==> src/sac_pkg.sv <==
// constants, register map and timing of the converter sequencer control block
// Behaviour
// - resolution selectable as 12, 10, 8, 6 bits
// - result in 16-bit register, left or right aligned
// - nineteen channel codes, reserved codes never selected
// - single channel or scan, several operating modes
// - single mode converts sequence once per trigger
// - continuous mode repeats without further trigger
// - oversampling accumulates up to 256 samples
// - three window watchdogs flag out-of-range values
// - wait mode holds conversion until result read
// - auto-off powers converter only during power-up, sampling and conversion
// - autonomous: power on trigger, off after, DMA
// - software or hardware trigger, selectable polarity
// - interrupts on sampling, conversion, sequence, watchdog, overrun
// - enabled interrupt raises wake-up request
// - full resolution takes 0.4 us, fewer bits faster
package sac_pkg;
	localparam int CLK_PERIOD_NS = 4;
	localparam int CONV_TIME_NS = 400;
	localparam int PWRUP_TIME_NS = 20;
	localparam int CONV_CYC_12 = CONV_TIME_NS / CLK_PERIOD_NS;
	localparam logic [7:0] CONV_CYC_W12 = 8'(CONV_CYC_12);
	localparam logic [7:0] CONV_CYC_W10 = 8'(CONV_CYC_12 * 10 / 12);
	localparam logic [7:0] CONV_CYC_W8 = 8'(CONV_CYC_12 * 8 / 12);
	localparam logic [7:0] CONV_CYC_W6 = 8'(CONV_CYC_12 * 6 / 12);
	localparam logic [7:0] PWRUP_CYC = 8'((PWRUP_TIME_NS + CLK_PERIOD_NS - 1) / CLK_PERIOD_NS);
	localparam logic [7:0] SMP_RST = 8'h04;
	// register offsets
	localparam logic [7:0] OFS_CTRL = 8'h00;
	localparam logic [7:0] OFS_CHSEL = 8'h04;
	localparam logic [7:0] OFS_OVS = 8'h08;
	localparam logic [7:0] OFS_SMP = 8'h0c;
	localparam logic [7:0] OFS_WD0 = 8'h10;
	localparam logic [7:0] OFS_WD1 = 8'h14;
	localparam logic [7:0] OFS_WD2 = 8'h18;
	localparam logic [7:0] OFS_DATA = 8'h20;
	localparam logic [7:0] OFS_STAT = 8'h24;
	localparam logic [7:0] OFS_MASK = 8'h28;
	localparam logic [7:0] OFS_STATE = 8'h2c;
	// control fields
	localparam int CTL_EN = 0;
	localparam int CTL_START = 1;
	localparam int CTL_RES = 2;
	localparam int CTL_ALIGN = 4;
	localparam int CTL_CONT = 5;
	localparam int CTL_DISC = 6;
	localparam int CTL_WAIT = 7;
	localparam int CTL_AUTOFF = 8;
	localparam int CTL_DMA = 9;
	localparam int CTL_HWTRIG = 10;
	localparam int CTL_TSEL = 11;
	localparam int CTL_TPOL = 13;
	localparam int CTL_WAKE = 14;
	localparam int CTL_DLEN = 16;
	localparam logic [31:0] CTRL_WMASK = 32'h0007_7ffd;
	localparam logic [1:0] RES_12 = 2'h0;
	localparam logic [1:0] RES_10 = 2'h1;
	localparam logic [1:0] RES_8 = 2'h2;
	localparam logic [1:0] RES_6 = 2'h3;
	// status bits, shared by status and mask
	localparam int ST_EOSMP = 0;
	localparam int ST_EOC = 1;
	localparam int ST_EOS = 2;
	localparam int ST_OVR = 3;
	localparam int ST_AWD = 4;
	localparam int ST_W = 7;
	// channels: 0..8 external, 16 temperature, 17 reference, 18 core voltage
	localparam int NUM_CHAN = 19;
	localparam logic [18:0] CHAN_VALID = 19'h7_01ff;
	localparam int NUM_WD = 3;
	localparam int WD_LO = 0;
	localparam int WD_HI = 16;
	localparam int OVS_EN = 0;
	localparam int OVS_RATIO = 1;
	localparam int OVS_SHIFT = 4;
endpackage

==> src/sac_sequencer.sv <==
// sequencer, register file and interrupt logic for the sar converter
`timescale 1ns/1ps
module sac_sequencer
	import sac_pkg::*;
(
	// clock and reset
	input wire logic i_clk,
	input wire logic i_reset_n,
	// register port
	input wire logic [7:0] i_addr,
	input wire logic [31:0] i_wdata,
	input wire logic i_wr,
	input wire logic i_rd,
	output logic [31:0] o_rdata,
	// hardware triggers and converter core
	input wire logic [3:0] i_hw_trig,
	input wire logic [11:0] i_core_data,
	output logic o_conv_power,
	output logic o_sample,
	output logic o_convert,
	output logic [4:0] o_chan,
	// system
	output logic o_irq,
	output logic o_wakeup,
	output logic o_dma_req
);
	typedef enum logic [2:0] {ST_IDLE, ST_PWRUP, ST_HOLD, ST_SAMPLE, ST_CONV} sac_phase_t;

	typedef struct packed {
		logic [31:0] ctrl;
		logic [18:0] chsel;
		logic [7:0] ovs;
		logic [7:0] smp;
		logic [NUM_WD-1:0][27:0] wd;
		logic [15:0] data;
		logic data_vld;
		logic [ST_W-1:0] stat;
		logic [ST_W-1:0] mask;
		sac_phase_t phase;
		logic [7:0] cnt;
		logic [4:0] chan;
		logic [2:0] dcnt;
		logic [7:0] ocnt;
		logic [19:0] acc;
		logic pend;
		logic run;
		logic [3:0] trig_s1;
		logic [3:0] trig_s2;
		logic trig_prev;
		logic [11:0] core_s1;
		logic [11:0] core_s2;
		logic [31:0] rdata;
		logic irq;
		logic wake;
		logic dma_req;
		logic power;
		logic sample;
		logic convert;
	} sac_state_t;

	sac_state_t r, n;
	logic [1:0] rst_sync;
	logic rst_n;
	logic trig_lvl, hw_edge, rd_data, rd_stat, any_chan, nxt_found, last, start_wr;
	logic [4:0] first_idx, nxt_idx;
	logic [ST_W-1:0] setv;
	logic [11:0] raw, res_mask;
	logic [3:0] rsh;
	logic [7:0] conv_cyc;
	logic [8:0] ratio_m1;
	logic [19:0] sum;
	logic [15:0] value;
	logic [11:0] wlo, whi;

	// reset is asserted at once but released only after two clean edges
	always_ff @(posedge i_clk or negedge i_reset_n) begin
		if (!i_reset_n) begin
			rst_sync <= 2'h0;
		end else begin
			rst_sync <= {rst_sync[0], 1'b1};
		end
	end
	assign rst_n = rst_sync[1];

	always_comb begin
		n = r;
		setv = '0;
		value = '0;
		sum = '0;
		wlo = '0;
		whi = '0;
		last = 1'b0;
		start_wr = i_wr && (i_addr == OFS_CTRL) && i_wdata[CTL_START] && i_wdata[CTL_EN];
		n.trig_s1 = i_hw_trig;
		n.trig_s2 = r.trig_s1;
		n.core_s1 = i_core_data;
		n.core_s2 = r.core_s1;
		trig_lvl = r.trig_s2[r.ctrl[CTL_TSEL +: 2]];
		n.trig_prev = trig_lvl;
		hw_edge = r.ctrl[CTL_HWTRIG] &
			(r.ctrl[CTL_TPOL] ? (r.trig_prev & ~trig_lvl) : (~r.trig_prev & trig_lvl));
		if (hw_edge) begin
			n.pend = 1'b1;
		end
		unique case (r.ctrl[CTL_RES +: 2])
			RES_12: begin
				res_mask = 12'hfff;
				rsh = 4'h0;
				conv_cyc = CONV_CYC_W12;
			end
			RES_10: begin
				res_mask = 12'hffc;
				rsh = 4'h2;
				conv_cyc = CONV_CYC_W10;
			end
			RES_8: begin
				res_mask = 12'hff0;
				rsh = 4'h4;
				conv_cyc = CONV_CYC_W8;
			end
			RES_6: begin
				res_mask = 12'hfc0;
				rsh = 4'h6;
				conv_cyc = CONV_CYC_W6;
			end
		endcase
		raw = r.core_s2 & res_mask;
		// shift amount widened so that ratio code 7 gives 256 samples, not one
		ratio_m1 = (9'h001 << ({1'b0, r.ovs[OVS_RATIO +: 3]} + 4'h1)) - 9'h001;
		// scan order: lowest selected channel above the current one
		first_idx = '0;
		nxt_idx = '0;
		nxt_found = 1'b0;
		any_chan = |r.chsel;
		for (int i = NUM_CHAN - 1; i >= 0; i--) begin
			if (r.chsel[i]) begin
				first_idx = 5'(i);
				if (5'(i) > r.chan) begin
					nxt_idx = 5'(i);
					nxt_found = 1'b1;
				end
			end
		end
		// register writes; unmapped offsets are ignored
		if (i_wr) begin
			case (i_addr)
				OFS_CTRL: begin
					n.ctrl = i_wdata & CTRL_WMASK;
					if (start_wr) begin
						n.pend = 1'b1;
					end
				end
				// reserved channel codes cannot be selected
				OFS_CHSEL: n.chsel = i_wdata[18:0] & CHAN_VALID;
				OFS_OVS: n.ovs = i_wdata[7:0];
				OFS_SMP: n.smp = i_wdata[7:0];
				OFS_WD0: n.wd[0] = i_wdata[27:0];
				OFS_WD1: n.wd[1] = i_wdata[27:0];
				OFS_WD2: n.wd[2] = i_wdata[27:0];
				OFS_MASK: n.mask = i_wdata[ST_W-1:0];
				default: begin
				end
			endcase
		end
		rd_data = i_rd && (i_addr == OFS_DATA);
		rd_stat = i_rd && (i_addr == OFS_STAT);
		n.rdata = '0;
		if (i_rd) begin
			case (i_addr)
				OFS_CTRL: n.rdata = r.ctrl;
				OFS_CHSEL: n.rdata = {13'h0, r.chsel};
				OFS_OVS: n.rdata = {24'h0, r.ovs};
				OFS_SMP: n.rdata = {24'h0, r.smp};
				OFS_WD0: n.rdata = {4'h0, r.wd[0]};
				OFS_WD1: n.rdata = {4'h0, r.wd[1]};
				OFS_WD2: n.rdata = {4'h0, r.wd[2]};
				OFS_DATA: n.rdata = {16'h0, r.data};
				OFS_STAT: n.rdata = {25'h0, r.stat};
				OFS_MASK: n.rdata = {25'h0, r.mask};
				OFS_STATE: n.rdata = {24'h0, r.chan, r.power, r.run, r.data_vld};
				default: n.rdata = '0;
			endcase
		end
		if (rd_data) begin
			n.data_vld = 1'b0;
		end
		unique case (r.phase)
			ST_IDLE: begin
				// a paused subset waits for the next trigger
				if (r.ctrl[CTL_EN] && any_chan &&
					(r.pend || (r.run && !(r.ctrl[CTL_DISC] && r.dcnt == 3'h0)))) begin
					// a request landing in the taking cycle is kept, not lost
					n.pend = hw_edge || start_wr;
					if (!r.run) begin
						n.run = 1'b1;
						n.chan = first_idx;
						n.dcnt = '0;
					end
					// power up only when a conversion is due
					n.phase = r.ctrl[CTL_AUTOFF] ? ST_PWRUP : ST_HOLD;
					n.cnt = PWRUP_CYC;
				end
			end
			ST_PWRUP: begin
				n.cnt = r.cnt - 8'h01;
				if (r.cnt == 8'h01) begin
					n.phase = ST_HOLD;
				end
			end
			ST_HOLD: begin
				// in wait mode, no new conversion while a result is unread
				if (!(r.ctrl[CTL_WAIT] && r.data_vld)) begin
					n.phase = ST_SAMPLE;
					n.cnt = r.smp;
				end
			end
			ST_SAMPLE: begin
				n.cnt = r.cnt - 8'h01;
				if (r.cnt <= 8'h01) begin
					setv[ST_EOSMP] = 1'b1;
					n.phase = ST_CONV;
					n.cnt = conv_cyc;
				end
			end
			ST_CONV: begin
				n.cnt = r.cnt - 8'h01;
				if (r.cnt == 8'h01) begin
					// window compare on each raw conversion
					for (int k = 0; k < NUM_WD; k++) begin
						wlo = r.wd[k][WD_LO +: 12];
						whi = r.wd[k][WD_HI +: 12];
						if (raw < wlo || raw > whi) begin
							setv[ST_AWD + k] = 1'b1;
						end
					end
					sum = r.acc + {8'h00, raw};
					if (r.ovs[OVS_EN] && {1'b0, r.ocnt} != ratio_m1) begin
						n.acc = sum;
						n.ocnt = r.ocnt + 8'h01;
						n.phase = ST_SAMPLE;
						n.cnt = r.smp;
					end else begin
						n.acc = '0;
						n.ocnt = '0;
						if (r.ovs[OVS_EN]) begin
							value = 16'(sum >> r.ovs[OVS_SHIFT +: 4]);
						end else if (r.ctrl[CTL_ALIGN]) begin
							value = {raw, 4'h0};
						end else begin
							value = 16'(raw >> rsh);
						end
						if (r.data_vld && !rd_data) begin
							setv[ST_OVR] = 1'b1;
						end
						n.data = value;
						n.data_vld = 1'b1;
						setv[ST_EOC] = 1'b1;
						n.phase = ST_IDLE;
						n.dcnt = r.dcnt + 3'h1;
						last = !nxt_found;
						if (last) begin
							setv[ST_EOS] = 1'b1;
							n.chan = first_idx;
							n.dcnt = '0;
							// single mode stops at sequence end
							n.run = r.ctrl[CTL_CONT] && !r.ctrl[CTL_DISC];
						end else begin
							n.chan = nxt_idx;
							if (r.ctrl[CTL_DISC] && r.dcnt == r.ctrl[CTL_DLEN +: 3]) begin
								n.dcnt = '0;
							end
						end
					end
				end
			end
		endcase
		if (!r.ctrl[CTL_EN]) begin
			n.phase = ST_IDLE;
			n.run = 1'b0;
			n.acc = '0;
			n.ocnt = '0;
		end
		// judged on the new control word, so one write may enable and start
		if (!n.ctrl[CTL_EN]) begin
			n.pend = 1'b0;
		end
		// sticky events, a set in the clearing cycle wins
		n.stat = (rd_stat ? '0 : r.stat) | setv;
		n.irq = |(n.stat & n.mask);
		n.wake = n.irq && n.ctrl[CTL_WAKE];
		n.dma_req = n.data_vld && n.ctrl[CTL_DMA];
		// converter off in idle and hold phases when auto-off is set, else on while enabled
		n.power = n.ctrl[CTL_EN] &&
			(!n.ctrl[CTL_AUTOFF] || (n.phase != ST_IDLE && n.phase != ST_HOLD));
		n.sample = (n.phase == ST_SAMPLE);
		n.convert = (n.phase == ST_CONV);
	end

	always_ff @(posedge i_clk or negedge rst_n) begin
		if (!rst_n) begin
			r <= '0;
			r.smp <= SMP_RST;
		end else begin
			r <= n;
		end
	end

	assign o_rdata = r.rdata;
	assign o_conv_power = r.power;
	assign o_sample = r.sample;
	assign o_convert = r.convert;
	assign o_chan = r.chan;
	assign o_irq = r.irq;
	assign o_wakeup = r.wake;
	assign o_dma_req = r.dma_req;

	AST_RES_CYCLES: assert property (@(posedge i_clk) disable iff (!rst_n)
		(r.phase == ST_SAMPLE && n.phase == ST_CONV && r.ctrl[CTL_RES +: 2] == RES_6)
		|=> r.cnt == CONV_CYC_W6) else $error("wrong conversion length at 6 bits");
	AST_CHAN_LEGAL: assert property (@(posedge i_clk) disable iff (!rst_n)
		r.phase == ST_SAMPLE |-> CHAN_VALID[r.chan]) else $error("reserved channel sampled");
	AST_AUTOFF_OFF: assert property (@(posedge i_clk) disable iff (!rst_n)
		(r.ctrl[CTL_AUTOFF] && (r.phase == ST_IDLE || r.phase == ST_HOLD))
		|-> !o_conv_power) else $error("converter powered while idle in auto-off");
	AST_WAIT_HOLD: assert property (@(posedge i_clk) disable iff (!rst_n)
		(r.phase == ST_HOLD && r.ctrl[CTL_WAIT] && r.data_vld && !rd_data && r.ctrl[CTL_EN])
		|=> r.phase == ST_HOLD) else $error("conversion started over unread result");
	AST_OVR_SET: assert property (@(posedge i_clk) disable iff (!rst_n)
		(r.phase == ST_CONV && r.cnt == 8'h01 && !r.ovs[OVS_EN] && r.data_vld && !rd_data)
		|=> r.stat[ST_OVR] && r.data_vld) else $error("overrun not flagged");
	AST_IRQ_LEVEL: assert property (@(posedge i_clk) disable iff (!rst_n)
		o_irq == |(r.stat & r.mask)) else $error("interrupt out of step with status");
	AST_SINGLE_STOP: assert property (@(posedge i_clk) disable iff (!rst_n)
		(setv[ST_EOS] && !r.ctrl[CTL_CONT] && r.ctrl[CTL_EN]) |=> !r.run)
		else $error("single mode kept running");
	AST_CONT_RESTART: assert property (@(posedge i_clk) disable iff (!rst_n)
		(setv[ST_EOS] && r.ctrl[CTL_CONT] && !r.ctrl[CTL_DISC] && r.ctrl[CTL_EN] && !i_wr)
		|=> r.run ##1 (r.phase != ST_IDLE || !r.ctrl[CTL_EN] || !any_chan))
		else $error("continuous mode did not restart");
	AST_DISC_PAUSE: assert property (@(posedge i_clk) disable iff (!rst_n)
		(r.phase == ST_IDLE && r.run && r.ctrl[CTL_DISC] && r.dcnt == 3'h0 && !r.pend)
		|=> r.phase == ST_IDLE) else $error("subset continued without trigger");
endmodule

==> config.mk <==
export PLATFORM = sky130hd
export DESIGN_NAME = sac_sequencer
export DESIGN_NICKNAME = d
export VERILOG_FILES = /design/src/sac_pkg.sv /design/src/sac_sequencer.sv
export SDC_FILE = /design/constraint.sdc
export NUM_CORES = 1
export LEC_CHECK = 0
export ABC_CLOCK_PERIOD_IN_PS = 10400
export BUFFER_PORTS_ARGS = -buffer_cell sky130_fd_sc_hd__buf_2
export CAP_MARGIN = 20
export CORE_ASPECT_RATIO = 1.1
export CORE_MARGIN = 10
export CORE_UTILIZATION = 50
export DETAILED_ROUTE_END_ITERATION = 10
export GPL_TIMING_DRIVEN = 0
export PLACE_DENSITY_LB_ADDON = 0.1
export SYNTH_ARGS = -nofsm -noshare
export SYNTH_HDL_FRONTEND = slang
export SYNTH_SLANG_ARGS = --single-unit
==> constraint.sdc <==
create_clock -name i_clk -period 10.4 [get_ports i_clk]
set_input_delay 2.08 -clock i_clk [delete_from_list [all_inputs] [get_ports i_clk]]
set_output_delay 2.08 -clock i_clk [all_outputs]
set_load 0.01 [all_outputs]
==> flow_metrics.env <==
export IMPL_num_vias=14600
export IMPL_slew_headroom_pct=31.4
export IMPL_pwr_share_comb_pct=9.7
export IMPL_syn2layout_area_growth_pct=14.2
export IMPL_synthArstFlopShare_pct=100
export IMPL_num_antenna_cells=0
export IMPL_fin_cells=2293
export IMPL_ys_warn_count=0
export IMPL_first_iter_violations=1141
export IMPL_cts_sinks=278
export IMPL_netlist_area_um2=16800
export IMPL_hold_path_class="flop to async pin"
export IMPL_fmaxAchievable_mhz=181
export IMPL_start_kind="flop"
export IMPL_synth_most_common_cell="dfrtp_1"
export IMPL_synth_seq_cells=278
export IMPL_finish_utilization_pct=57.8
export IMPL_port_buffer_count=93
export IMPL_setup_viol=0
export IMPL_grt_pass1_vias=14600
export IMPL_cts_tree="yes"
export IMPL_synth_top_area_share_pct=41.1
export IMPL_grt_util_all_layers_pct=26.4
export IMPL_die_area_um2=41400
export IMPL_period_share_pct=53.3
export IMPL_grt_pass1_wl_um=86200
export IMPL_initial_core_util_pct=50.6
export IMPL_numCtsBuffers=31
export IMPL_seqPwrFrac_pct=42.8
export IMPL_drive_gt1_share_pct=20.2
export IMPL_max_cap_violations=0
export IMPL_power_leakage_nw=8.82
export IMPL_ctsResizeCount=0
export IMPL_pin_count=103
export IMPL_tns_ps=0
export IMPL_core_um2=33300
export IMPL_crit_fanout=9
export IMPL_ctsLongestPathBuffers=3
export IMPL_hold_violations=0
export IMPL_hpwl_um=42200
export IMPL_synth_main_ff_cell="dfrtp_1"
export IMPL_ff2ff_path_depth=16
export IMPL_antenna_left=0
export IMPL_cts_root_buf="clkbuf_16"
export IMPL_synthAdderAreaFrac_pct=7.10
export IMPL_cts_setup_buffers=0
export IMPL_cp_required_ps=10820
export IMPL_fin_crit_ps=5540
export IMPL_path_class="flop to flop"
export IMPL_finalPower_mw=2.71
export IMPL_firstDrtPassIters=7
export IMPL_cp_arrival_ps=5960
export IMPL_yosys_area_top_type="dfrtp_1"
export IMPL_synth_top_family_by_area="compound AO/OA/AOI/OAI gates"
export IMPL_synth_compound_area_share_pct=20.4
export IMPL_gr_total_overflow=0
export IMPL_synth_cells=1699
export IMPL_p_int_mw=2.05
export IMPL_row_count=70
export IMPL_drv_slew=0
export IMPL_synthSimpleGateAreaFrac_pct=11.8
export IMPL_synth_area_leaders="dfrtp_1 (41%), mux2_2 (9.6%), ha_1 (7.0%)"
export IMPL_powerDensity_nw_per_um2=141
export IMPL_synthTopCellsByCount="dfrtp_1 (277), mux2_2 (144), inv_1 (118), nand2_1 (111), nor2_1 (109)"
export IMPL_fillers=2916
export IMPL_p_sw_uw=658
export IMPL_end_kind="flop"
export IMPL_timing_hold_ws_ps=340
export IMPL_outcome="complete, no violations"
export IMPL_power_share_clock_pct=47.6
export IMPL_fin_nets=1992
export IMPL_antenna_found_initial=0
export IMPL_holdBufCountCts=0
export IMPL_drt_total_wl_um=55900
export IMPL_drc=0
export IMPL_rsz0062_at_grt="no"
export IMPL_gp_congestion=0.964
export IMPL_avgSynthCellArea_um2=9.91
export IMPL_ys_types=89
export IMPL_avgRoutedWirePerCell_um=24.4
export IMPL_fin_worst_skew_ps=16.9
export IMPL_yosysSeqAreaShare_pct=41.3
export IMPL_cts_max_level=1
export IMPL_via_per_inst=6.36
export IMPL_die_h_um=213
export IMPL_place_inst=2235
export IMPL_ir_worst_vdd_uv=128
export IMPL_sw_frac_of_total_pct=24.3
export IMPL_clk_pin_slew_ps=60
export IMPL_clock_latency_ps=580
export IMPL_synth_xor_area_share_pct=1.30
export IMPL_die_x_um=195
export IMPL_synthMuxAreaShare_pct=11.9
export IMPL_synth_edf_count=0
export IMPL_grt_start_max_net_pins=73
export IMPL_worst_pin_slew_ps=1000
==> sequential cells by signal (all words and copies together) (netlist names) <==
| name | cells |
|---|---|
| n | 16 |
| o_chan | 5 |
| o_conv_power | 1 |
| o_convert | 1 |
| o_dma_req | 1 |
| o_irq | 1 |
| o_rdata | 28 |
| o_sample | 1 |
| o_wakeup | 1 |
| r | 221 |
| rst_sync | 2 |
==> stage by stage <==
step | setup WS (ps) | cell area, um2
6_report | 4860 | 19200
2_1_floorplan | 2080 | 16900
5_1_grt | 4780 | 19200
3_5_place_dp | 5100 | 18000
4_1_cts | 5060 | 19200
3_3_place_gp | -1280 | 17900
==> area by class of cell <==
cell class	instances	area [um2]	share of cell area [%]
repair buffers	102	614	3.19
plain buffers	116	597	3.10
multi-input cells	1189	8880	46.1
clock buffers	42	877	4.56
flip-flops and latches	278	6960	36.2
inverters	119	447	2.32
well taps	432	541	2.81
clock inverters	15	332	1.72
==> power groups by stage <==
stage,registers [mW],clock network (mW),logic [mW]
floorplan,1.17,0,0.157
global placement,1.20,0,0.229
CTS,1.16,1.31,0.261
detailed placement,1.18,0,0.259
global route,1.16,1.35,0.291
finish,1.16,1.29,0.262
==> cell usage in the layout, fill, tap and decap left out, types with 11 or more instances in the layout <==
master       n
nand3_1     38
a222oi_1    31
a211o_1     12
mux2_2     144
clkbuf_1    66
nand4_1     21
buf_2      106
clkbuf_16   31
nor2b_1     17
xor2_1      12
a21oi_1     91
xnor2_1     13
inv_1      118
nand2b_1    11
a21o_1      18
and3_1      12
and2_1      11
buf_4       40
o21ai_0     84
o31ai_1     11
nor2_1     109
nor3_1      23
o211ai_1    22
a22oi_1     19
a211oi_1    23
mux2i_1     27
nand2_1    111
ha_1        94
a31oi_1     22
dfrtp_1    276
a22o_1      27
a221oi_1    20
==> metal layers <==
metal  vias to the layer above  global-route usage, %  part of all wire, %
li1                       6599                      -                    -
met1                      7240                   30.8                   39
met2                       604                   47.0                   51
met3                       141                   4.66                  6.8
met4                         0                   10.5                  3.8
met5                         -                      0                    0
==> path summary, 6_finish.rpt <==
check | startpoint | end | slack [ps]
worst max-delay path | r[273]$_DFFE_PN0P_ | r[150]$_DFFE_PN0P_ | 4860
min in group i_clk | rst_sync[0]$_DFF_PN0_ | rst_sync[1]$_DFF_PN0_ | 340
max in group asynchronous | rst_sync[1]$_DFF_PN0_ | o_chan[3]$_DFFE_PN0P_ | 8970
worst max register to register | r[273]$_DFFE_PN0P_ | r[150]$_DFFE_PN0P_ | 4860
worst min register to register | rst_sync[1]$_DFF_PN0_ | n[43]$_DFF_PN0_ | 340
worst min-delay path | rst_sync[1]$_DFF_PN0_ | n[43]$_DFF_PN0_ | 340
==> cell families (layout without fill, tap and decap cells) <==
logic type,Yosys count,count (layout)
and+or+nand+nor,407,407
muxes,176,176
buffers and inverters,235,394
adders and majority gates,95,95
AOI/OAI and AO/OA,481,481
xor gates and xnor gates,25,25
DFF,278,278
other,2,5
==> worst max-delay path: stages (launching register included) <==
cell       delay (ps)
dfrtp_1           480
inv_1             150
ha_1              150
clkbuf_1          430
nand2_1           370
inv_1             320
ha_1              230
inv_1              60
fa_1              380
nand2b_1          220
a211oi_4          390
o21ai_2           220
a2111oi_4         540
xnor2_1           290
a21oi_1           200
o311ai_0          790
a21oi_1           150
(Power assumes the default switching activity.)
